File: config.mk
export PLATFORM = sky130hd
export DESIGN_NAME = hsac_top
export DESIGN_NICKNAME = d
export VERILOG_FILES = /design/src/logic/hsac_pkg.sv /design/src/logic/hsac_top.sv /design/src/logic/hsac_sha1.sv
export SDC_FILE = /design/constraint.sdc
export NUM_CORES = 2
export LEC_CHECK = 0
export ABC_AREA = 1
export BUFFER_PORTS_ARGS = -buffer_cell sky130_fd_sc_hd__buf_2
export CAP_MARGIN = 15
export CELL_PAD_IN_SITES_DETAIL_PLACEMENT = 1
export CELL_PAD_IN_SITES_GLOBAL_PLACEMENT = 1
export CORE_ASPECT_RATIO = 1.4
export CORE_UTILIZATION = 45
export DETAILED_ROUTE_END_ITERATION = 10
export PLACE_DENSITY_LB_ADDON = 0.1
export SYNTH_ARGS = -nofsm -noshare
export SYNTH_HDL_FRONTEND = slang
export SYNTH_HIERARCHICAL = 1
export SYNTH_SLANG_ARGS = --single-unit
File: constraint.sdc
create_clock -name i_ref_clk -period 5.9 [get_ports i_ref_clk]
set_input_delay 0.59 -clock i_ref_clk [delete_from_list [all_inputs] [get_ports i_ref_clk]]
set_output_delay 0.59 -clock i_ref_clk [all_outputs]
set_load 0.01 [all_outputs]
File: src/logic/hsac_pkg.sv
package hsac_pkg;
  localparam int CLK_KHZ = 200000;
  localparam int BOOT_READY_MS = 60;
  localparam int WAKE_HOLD_MS = 50;
  localparam int PENALTY_READY_MS = 1000;
  localparam int BOOT_READY_CYC = BOOT_READY_MS * CLK_KHZ;
  localparam int WAKE_HOLD_CYC = WAKE_HOLD_MS * CLK_KHZ;
  localparam int PENALTY_READY_CYC = PENALTY_READY_MS * CLK_KHZ;
  localparam int BLOCK_BITS = 512;
  localparam int FIELD_BITS = 64;
  localparam int DIGEST_BITS = 160;
  localparam int KEY_COUNT = 16;
  localparam int SECRET_COUNT = 4;
  localparam int PWD_SETS = 8;
  localparam int PWD_BITS = 24;
  localparam int CTR_COUNT = 4;
  localparam int CTR_BITS = 23;
  localparam logic [22:0] CTR_MAX = 23'h61A800;
  localparam logic [7:0] PAD_MARK = 8'h80;
  localparam logic [63:0] MSG_LEN_BITS = 64'h00000000000000C0;
  localparam logic [63:0] LFSR_SEED = 64'h5A5A_C3C3_0F0F_9669;
  localparam logic [6:0] LAST_ROUND = 7'h4F;
  localparam logic [159:0] SHA_INIT =
    160'h67452301_EFCDAB89_98BADCFE_10325476_C3D2E1F0;
  localparam logic [31:0] SHA_K0 = 32'h5A827999;
  localparam logic [31:0] SHA_K1 = 32'h6ED9EBA1;
  localparam logic [31:0] SHA_K2 = 32'h8F1BBCDC;
  localparam logic [31:0] SHA_K3 = 32'hCA62C1D6;

  typedef enum logic [2:0] {
    OP_NOP = 3'h0,
    OP_SET_KEY = 3'h1,
    OP_SET_SECRET = 3'h2,
    OP_DERIVE = 3'h3,
    OP_CHALLENGE = 3'h4,
    OP_SET_PWD = 3'h5,
    OP_CHECK_PWD = 3'h6,
    OP_COUNT = 3'h7
  } hsac_op_t;

  typedef enum logic [3:0] {
    ST_BOOT = 4'h1,
    ST_WAKE = 4'h2,
    ST_SLEEP = 4'h4,
    ST_READY = 4'h8
  } hsac_pwr_t;
endpackage : hsac_pkg

File: src/logic/hsac_top.sv
// Contract
// Concatenate arguments, pad to one 64-byte block.
// Every digest comes from one block.
// Derived secret hashes common secret, ID, diversifier.
// Internal random source seeds authentication challenge.
// Accept commands 60ms after power and reset; the code waits 1000ms instead while the penalty pin is high.
// Reset low clears every internal state; the nonvolatile key, secret, password and counter stores keep theirs.
// Sleep high ignores all bus transitions.
// No bus transition accepted 50ms after wake.
// Sixteen stored host keys of 64 bits.
// Eight sets of two 24-bit passwords.
// Four up-only counters, ceiling 6.4 million.
// Bus slave only; never holds clock low.
// Host waits for readiness before commanding.
`timescale 1ns/1ps
module hsac_top import hsac_pkg::*; #(
  parameter int BOOT_CYC = BOOT_READY_CYC,
  parameter int WAKE_CYC = WAKE_HOLD_CYC,
  parameter int PENALTY_CYC = PENALTY_READY_CYC
) (
  // Clock and reset.
  input wire logic i_ref_clk,
  input wire logic i_resetn,
  // Pins from the board.
  input wire logic i_supply_good,
  input wire logic i_penalty_active,
  input wire logic i_sleep_request_pin,
  // Two-wire bus, device side.
  input wire logic i_scl,
  input wire logic i_sda,
  output logic o_sda_out,
  output logic o_sda_oe_n,
  output logic o_scl_out,
  output logic o_scl_oe_n,
  output logic [7:0] o_bus_byte,
  output logic o_bus_byte_valid,
  // Decoded command port.
  input wire logic i_cmd_valid,
  input wire logic [2:0] i_cmd_op,
  input wire logic [3:0] i_cmd_index,
  input wire logic [FIELD_BITS-1:0] i_cmd_data,
  input wire logic [FIELD_BITS-1:0] i_cmd_id,
  input wire logic [FIELD_BITS-1:0] i_cmd_div,
  output logic o_cmd_ready,
  output logic o_rsp_valid,
  output logic o_rsp_flag,
  output logic [DIGEST_BITS-1:0] o_rsp_data,
  output logic o_accepting
);
  logic [4:0] sync1_reg, sync2_reg;
  logic [1:0] bus_d_reg;
  logic supply_s, penalty_s, sleep_s, scl_s, sda_s;
  hsac_pwr_t pwr_reg, pwr_next;
  logic [31:0] cnt_reg, cnt_next;
  logic [3:0] bit_reg, bit_next;
  logic [7:0] shift_reg, shift_next, byte_reg, byte_next;
  logic frame_reg, frame_next, ack_reg, ack_next, bval_reg, bval_next;
  logic [63:0] lfsr_reg, lfsr_next;
  logic rsp_v_reg, rsp_v_next, rsp_f_reg, rsp_f_next, wait_reg, wait_next;
  logic [DIGEST_BITS-1:0] rsp_d_reg, rsp_d_next;
  logic [FIELD_BITS-1:0] key_mem [KEY_COUNT];
  logic [FIELD_BITS-1:0] secret_mem [SECRET_COUNT];
  logic [PWD_BITS-1:0] pwd_mem [PWD_SETS][2];
  // Counters leave the factory erased to zero.
  logic [CTR_BITS-1:0] ctr_mem [CTR_COUNT] = '{default: '0};
  logic take, sha_start, sha_busy, sha_done, ctr_we, bus_open;
  logic [DIGEST_BITS-1:0] sha_digest;
  logic [BLOCK_BITS-1:0] block;
  logic [CTR_BITS-1:0] ctr_old, ctr_new;
  logic [31:0] boot_limit;

  // Pins cross into the clock domain through two flops each.
  always_ff @(posedge i_ref_clk or negedge i_resetn)
  begin
    if (!i_resetn)
    begin
      sync1_reg <= 5'h00;
      sync2_reg <= 5'h00;
      bus_d_reg <= 2'h3;
    end
    else
    begin
      sync1_reg <= {i_supply_good, i_penalty_active, i_sleep_request_pin,
        i_scl, i_sda};
      sync2_reg <= sync1_reg;
      bus_d_reg <= sync2_reg[1:0];
    end
  end
  assign {supply_s, penalty_s, sleep_s, scl_s, sda_s} = sync2_reg;

  // Readiness sequencing after reset, power and sleep.
  assign boot_limit = penalty_s ? PENALTY_CYC : BOOT_CYC;
  always_comb
  begin
    pwr_next = pwr_reg;
    cnt_next = cnt_reg + 32'h1;
    case (pwr_reg)
      ST_BOOT:
      begin
        if (!supply_s)
          cnt_next = 32'h0;
        else if (cnt_reg >= boot_limit - 1)
          pwr_next = ST_READY;
      end
      ST_SLEEP:
      begin
        cnt_next = 32'h0;
        if (!sleep_s)
          pwr_next = ST_WAKE;
      end
      ST_WAKE:
      begin
        if (cnt_reg >= WAKE_CYC - 1)
          pwr_next = ST_READY;
      end
      ST_READY: cnt_next = 32'h0;
      default: pwr_next = ST_BOOT;
    endcase
    if (sleep_s)
    begin
      pwr_next = ST_SLEEP;
      cnt_next = 32'h0;
    end
    if (!supply_s && pwr_reg != ST_BOOT)
    begin
      pwr_next = ST_BOOT;
      cnt_next = 32'h0;
    end
  end
  assign bus_open = (pwr_reg == ST_READY);

  // Byte receiver; it acknowledges but never touches the clock line.
  always_comb
  begin
    bit_next = bit_reg;
    shift_next = shift_reg;
    byte_next = byte_reg;
    frame_next = frame_reg;
    ack_next = ack_reg;
    bval_next = 1'b0;
    if (!bus_open || sleep_s)
    begin
      bit_next = 4'h0;
      frame_next = 1'b0;
      ack_next = 1'b0;
    end
    else if (scl_s && bus_d_reg[1] && bus_d_reg[0] != sda_s)
    begin
      frame_next = !sda_s;
      bit_next = 4'h0;
      ack_next = 1'b0;
    end
    else if (frame_reg && scl_s && !bus_d_reg[1] && bit_reg < 4'h8)
    begin
      shift_next = {shift_reg[6:0], sda_s};
      bit_next = bit_reg + 4'h1;
      if (bit_reg == 4'h7)
      begin
        byte_next = {shift_reg[6:0], sda_s};
        bval_next = 1'b1;
      end
    end
    else if (frame_reg && !scl_s && bus_d_reg[1])
    begin
      if (ack_reg)
      begin
        ack_next = 1'b0;
        bit_next = 4'h0;
      end
      else if (bit_reg == 4'h8)
        ack_next = 1'b1;
    end
  end

  // Commands, hashing and the random source.
  assign take = i_cmd_valid && o_cmd_ready;
  assign sha_start = take && i_cmd_op == OP_DERIVE;
  assign block = {secret_mem[i_cmd_index[1:0]], i_cmd_id, i_cmd_div,
    PAD_MARK, 248'h0, MSG_LEN_BITS};
  assign ctr_old = ctr_mem[i_cmd_index[1:0]];
  assign ctr_new = (ctr_old < CTR_MAX) ? ctr_old + 23'h000001 : ctr_old;
  assign ctr_we = take && i_cmd_op == OP_COUNT;
  always_comb
  begin
    lfsr_next = {lfsr_reg[62:0],
      lfsr_reg[63] ^ lfsr_reg[62] ^ lfsr_reg[60] ^ lfsr_reg[59]};
    rsp_v_next = 1'b0;
    rsp_f_next = rsp_f_reg;
    rsp_d_next = rsp_d_reg;
    wait_next = wait_reg;
    if (wait_reg && sha_done)
    begin
      wait_next = 1'b0;
      rsp_v_next = 1'b1;
      rsp_f_next = 1'b0;
      rsp_d_next = sha_digest;
    end
    else if (take)
    begin
      rsp_v_next = (i_cmd_op != OP_DERIVE);
      rsp_f_next = 1'b0;
      rsp_d_next = '0;
      case (i_cmd_op)
        OP_DERIVE: wait_next = 1'b1;
        OP_CHALLENGE: rsp_d_next[63:0] = lfsr_reg;
        OP_CHECK_PWD:
          rsp_f_next = pwd_mem[i_cmd_index[2:0]][i_cmd_index[3]] ==
            i_cmd_data[PWD_BITS-1:0];
        OP_COUNT:
        begin
          rsp_f_next = (ctr_old == CTR_MAX);
          rsp_d_next[CTR_BITS-1:0] = ctr_new;
        end
        default: rsp_f_next = 1'b0;
      endcase
    end
  end

  // Nonvolatile stores keep their contents across reset.
  always_ff @(posedge i_ref_clk)
  begin
    if (take && i_cmd_op == OP_SET_KEY)
      key_mem[i_cmd_index] <= i_cmd_data;
    if (take && i_cmd_op == OP_SET_SECRET)
      secret_mem[i_cmd_index[1:0]] <= i_cmd_data;
    if (take && i_cmd_op == OP_SET_PWD)
      pwd_mem[i_cmd_index[2:0]][i_cmd_index[3]] <=
        i_cmd_data[PWD_BITS-1:0];
    if (ctr_we)
      ctr_mem[i_cmd_index[1:0]] <= ctr_new;
  end

  always_ff @(posedge i_ref_clk or negedge i_resetn)
  begin
    if (!i_resetn)
    begin
      pwr_reg <= ST_BOOT;
      cnt_reg <= 32'h0;
      bit_reg <= 4'h0;
      shift_reg <= 8'h00;
      byte_reg <= 8'h00;
      frame_reg <= 1'b0;
      ack_reg <= 1'b0;
      bval_reg <= 1'b0;
      lfsr_reg <= LFSR_SEED;
      rsp_v_reg <= 1'b0;
      rsp_f_reg <= 1'b0;
      rsp_d_reg <= '0;
      wait_reg <= 1'b0;
    end
    else
    begin
      pwr_reg <= pwr_next;
      cnt_reg <= cnt_next;
      bit_reg <= bit_next;
      shift_reg <= shift_next;
      byte_reg <= byte_next;
      frame_reg <= frame_next;
      ack_reg <= ack_next;
      bval_reg <= bval_next;
      lfsr_reg <= lfsr_next;
      rsp_v_reg <= rsp_v_next;
      rsp_f_reg <= rsp_f_next;
      rsp_d_reg <= rsp_d_next;
      wait_reg <= wait_next;
    end
  end

  hsac_sha1 u_sha1 (
    .i_ref_clk(i_ref_clk),
    .i_resetn(i_resetn),
    .i_start(sha_start),
    .i_block(block),
    .o_busy(sha_busy),
    .o_done(sha_done),
    .o_digest(sha_digest)
  );

  assign o_sda_out = 1'b0;
  assign o_sda_oe_n = !ack_reg;
  assign o_scl_out = 1'b0;
  assign o_scl_oe_n = 1'b1;
  assign o_bus_byte = byte_reg;
  assign o_bus_byte_valid = bval_reg;
  assign o_cmd_ready = bus_open && !wait_reg && !sha_busy;
  assign o_rsp_valid = rsp_v_reg;
  assign o_rsp_flag = rsp_f_reg;
  assign o_rsp_data = rsp_d_reg;
  assign o_accepting = bus_open;
endmodule : hsac_top

File: src/logic/hsac_sha1.sv
`timescale 1ns/1ps
module hsac_sha1 import hsac_pkg::*; (
  // Clock and reset.
  input wire logic i_ref_clk,
  input wire logic i_resetn,
  // One padded block in, digest out.
  input wire logic i_start,
  input wire logic [BLOCK_BITS-1:0] i_block,
  output logic o_busy,
  output logic o_done,
  output logic [DIGEST_BITS-1:0] o_digest
);
  logic [15:0][31:0] w_reg, w_next;
  logic [159:0] st_reg, st_next;
  logic [159:0] dig_reg, dig_next;
  logic [6:0] round_reg, round_next;
  logic busy_reg, busy_next, done_reg, done_next;

  function automatic logic [31:0] rol(input logic [31:0] v, input int n);
    rol = (v << n) | (v >> (32 - n));
  endfunction : rol

  always_comb
  begin
    logic [31:0] a, b, c, d, e, f, k, t;
    a = st_reg[159:128];
    b = st_reg[127:96];
    c = st_reg[95:64];
    d = st_reg[63:32];
    e = st_reg[31:0];
    f = 32'h0;
    k = 32'h0;
    t = 32'h0;
    w_next = w_reg;
    st_next = st_reg;
    dig_next = dig_reg;
    round_next = round_reg;
    busy_next = busy_reg;
    done_next = 1'b0;
    if (round_reg < 7'h14)
    begin
      f = (b & c) | (~b & d);
      k = SHA_K0;
    end
    else if (round_reg < 7'h28)
    begin
      f = b ^ c ^ d;
      k = SHA_K1;
    end
    else if (round_reg < 7'h3C)
    begin
      f = (b & c) | (b & d) | (c & d);
      k = SHA_K2;
    end
    else
    begin
      f = b ^ c ^ d;
      k = SHA_K3;
    end
    t = rol(a, 5) + f + e + k + w_reg[0];
    // Exactly one compression round set per request; no chaining.
    if (!busy_reg && i_start)
    begin
      for (int i = 0; i < 16; i++)
        w_next[i] = i_block[BLOCK_BITS-1-32*i -: 32];
      st_next = SHA_INIT;
      round_next = 7'h00;
      busy_next = 1'b1;
    end
    else if (busy_reg)
    begin
      w_next = {rol(w_reg[13] ^ w_reg[8] ^ w_reg[2] ^ w_reg[0], 1),
        w_reg[15:1]};
      st_next = {t, a, rol(b, 30), c, d};
      round_next = round_reg + 7'h01;
      if (round_reg == LAST_ROUND)
      begin
        busy_next = 1'b0;
        done_next = 1'b1;
        for (int j = 0; j < 5; j++)
          dig_next[32*j +: 32] = SHA_INIT[32*j +: 32] + st_next[32*j +: 32];
      end
    end
  end

  always_ff @(posedge i_ref_clk or negedge i_resetn)
  begin
    if (!i_resetn)
    begin
      w_reg <= '0;
      st_reg <= '0;
      dig_reg <= '0;
      round_reg <= 7'h00;
      busy_reg <= 1'b0;
      done_reg <= 1'b0;
    end
    else
    begin
      w_reg <= w_next;
      st_reg <= st_next;
      dig_reg <= dig_next;
      round_reg <= round_next;
      busy_reg <= busy_next;
      done_reg <= done_next;
    end
  end

  assign o_busy = busy_reg;
  assign o_done = done_reg;
  assign o_digest = dig_reg;
endmodule : hsac_sha1

==> impl_metrics.env <==
export IMPL_outcome="completed"
export IMPL_synth_edf_count=732
export IMPL_die_h_um=518
export IMPL_synthArstFlopShare_pct=60.9
export IMPL_critPathLaunchType="register"
export IMPL_fin_crit_ps=5630
export IMPL_synth_top_family_by_area="simple AND/OR/NAND/NOR gates"
export IMPL_met2_usage_pct=54.3
export IMPL_max_slew_margin_pct=28.8
export IMPL_use_met1_pct=39.2
export IMPL_layout_commonest_cell="nand2_1"
export IMPL_required_ps=6640
export IMPL_postRouteAntennaNets=0
export IMPL_drive_above_1_share_pct=11.4
export IMPL_setup_viol=0
export IMPL_grt_max_degree=212
export IMPL_slowest_delay_ps=580
export IMPL_yosys_area_share_xor_xnor_pct=1.61
export IMPL_reg2reg_slack_ps=270
export IMPL_post_route_util_pct=53.3
export IMPL_synthMuxAreaShare_pct=0
export IMPL_grt_busiest_layer="met2"
export IMPL_critPathKind="register to register"
export IMPL_clock_sinks=1870
export IMPL_vias=68900
export IMPL_r2r_start="u_sha1/round_reg[6]"
export IMPL_hold_viol_final=0
export IMPL_rows=189
export IMPL_rsz0062_at_grt="yes"
export IMPL_io_buffers=380
export IMPL_synth_simple_area_share_pct=21.9
export IMPL_rr_worst_depth=28
export IMPL_drt_initial_drc_count=4752
export IMPL_clock_path_buffers=3
export IMPL_path_common_cell="nand2_1"
export IMPL_wl_um=303000
export IMPL_fin_crit_sh_pct=95.4
export IMPL_synthCells=8993
export IMPL_synth_compound_area_share_pct=8.20
export IMPL_syn_area_per_cell_um2=9.52
export IMPL_drc=0
export IMPL_ios=384
export IMPL_gp_congestion=0.991
export IMPL_post_dp_hpwl_um=208000
export IMPL_num_fill_cells=21400
export IMPL_met3_usage_pct=4.56
export IMPL_clkLatencyLatePin_ps=870
export IMPL_place_area_um2=92400
export IMPL_vias_per_cell=5.50
export IMPL_synth_seq_cells=1870
export IMPL_ys_types=69
export IMPL_grt_overflow_total=0
export IMPL_cts_htree_levels=4
export IMPL_fmax_mhz=178
export IMPL_yosys_area_share_adder_pct=3.70
export IMPL_path_max_fanout=9
export IMPL_coreArea_um2=189000
export IMPL_tightest_slew_ps=1070
export IMPL_area_growth_pct=17.7
export IMPL_design_area_um2=101000
export IMPL_dieWidth_um=371
export IMPL_wire_per_inst_um=24.2
export IMPL_grt_pass1_vias=73000
export IMPL_hold_depth=3
export IMPL_min_from="i_cmd_id[30]"
export IMPL_drv_slew=0
export IMPL_critPathArrivalTime_ps=6370
export IMPL_cts_buffers=184
export IMPL_synth_top_flop_cell="dfrtp_1"
export IMPL_cts_tree="done"
export IMPL_ys_warnings_count=6
export IMPL_track_usage_pct=31.7
export IMPL_cp_end_kind="register"
export IMPL_timing_rr_end="u_sha1/o_digest[159]"
export IMPL_largest_register_ffs=512
export IMPL_fin_nets=10300
export IMPL_ys_seq_area_share_pct=59.0
export IMPL_max_cap_violations=0
export IMPL_cp_slowest_cell="fa_1"
export IMPL_start_util_pct=45.3
export IMPL_min_to="u_sha1/w_reg[126]"
export IMPL_cts_root_buffer_cell="clkbuf_16"
export IMPL_antenna_found_initial=49
export IMPL_final_cell_mix="nand2_1 (3,128), dfrtp_1 (1,101), inv_1 (781)"
export IMPL_grt_first_pass_wirelength_um=457000
export IMPL_hold_class="primary input to register"
export IMPL_design_die_area_um2=192000
export IMPL_first_pass_iters=5
export IMPL_syn_cell_area_um2=85600
export IMPL_skew_ps=57.6
export IMPL_path_clk_slew_ps=60
## cells in the mapped netlist, types with 18 or more instances
| library cell | number | area, um2 |
|---|---|---|
| dfstp_2 | 35 | 920 |
| a21oi_1 | 131 | 656 |
| buf_1 | 47 | 176 |
| o21ai_0 | 170 | 851 |
| ha_1 | 61 | 763 |
| nor2_2 | 23 | 144 |
| clkbuf_1 | 324 | 1220 |
| edfxtp_1 | 732 | 22000 |
| nand2_2 | 28 | 175 |
| nand4_1 | 103 | 644 |
| xor2_1 | 80 | 701 |
| o221ai_1 | 63 | 552 |
| o211ai_1 | 207 | 1550 |
| nor3_1 | 62 | 310 |
| a22o_1 | 97 | 850 |
| dfrtp_1 | 1103 | 27600 |
| o22ai_1 | 87 | 544 |
| a22oi_1 | 149 | 1120 |
| inv_1 | 784 | 2940 |
| a31oi_1 | 54 | 338 |
| nor2_1 | 365 | 1370 |
| xnor2_1 | 76 | 666 |
| nand2_1 | 3142 | 11800 |
| buf_2 | 35 | 175 |
| nand3_1 | 707 | 3540 |
| a211oi_1 | 18 | 135 |
| fa_1 | 120 | 2400 |
## final cells by class
cell class / instances / area [um2] / area share (%)
multi-input cells: 6213 / 31900 / 31.7
flip-flops and latches: 1870 / 50500 / 50.1
diodes: 25 / 62.6 / 0.0620
clock inverters: 76 / 1160 / 1.15
inverters: 808 / 3060 / 3.04
repair buffers: 788 / 5750 / 5.70
clock buffers: 262 / 5250 / 5.21
well taps: 2483 / 3110 / 3.08
## worst max-delay path, delay by kind of cell, from the launching register on
family	cells	cell delay (ps)
AND/OR/NAND/NOR	14	1730
buffers and inverters	7	990
adder cells (fa/ha/maj)	4	1960
AO/OA/AOI/OAI	3	460
flip-flops	1	410
## kinds of logic (layout without fill, tap and decap cells)
logic type               Yosys count  count (layout)
adder cells (fa/ha/maj)          181             181
other                              2             348
XOR/XNOR                         157             157
flip-flops                      1870            1870
AND/OR/NAND/NOR                 4519            4519
buffers and inverters           1231            1934
AO/OA/AOI/OAI                   1033            1033
## worst max-delay path by stage
stage                                    from              endpoint  slack [ps]
after floorplan           u_sha1/round_reg[4]  u_sha1/o_digest[157]         460
after global placement    u_sha1/round_reg[6]  u_sha1/o_digest[158]         170
after detailed placement  u_sha1/round_reg[4]  u_sha1/o_digest[157]          90
after CTS                 u_sha1/round_reg[4]  u_sha1/o_digest[159]         100
after global routing      u_sha1/round_reg[4]  u_sha1/o_digest[159]         -30
final                     u_sha1/round_reg[6]  u_sha1/o_digest[159]         270
## repair_timing
item                       CTS  global route
setup endpoints to repair    0            19
hold buffers               169             0
hold endpoints to repair   394             0
setup buffers                0             6
gates resized for setup      0            59
## per-stage QoR
step / hold WS (ps) / instances / setup TNS (ps) / setup slack (ps)
2_1_floorplan: 294 / 9314 / 0 / 460
3_3_place_gp: 332 / 12000 / 0 / 170
3_5_place_dp: 345 / 12000 / 0 / 94.9
4_1_cts: 28.4 / 12500 / 0 / 104
5_1_grt: 50.9 / 12500 / -77.4 / -33.6
6_report: 109 / 12500 / 0 / 272
## routing by layer
layer | vias to the layer above | share of wire, %
li1 | 31200 | -
met1 | 35000 | 40
met2 | 1890 | 50
met3 | 683 | 4.8
met4 | 30 | 5.0
met5 | - | 0.062
Power is left out: the tool's default activity adds up to more than one toggle a clock period on the data nets, which glitch-free logic cannot reach.
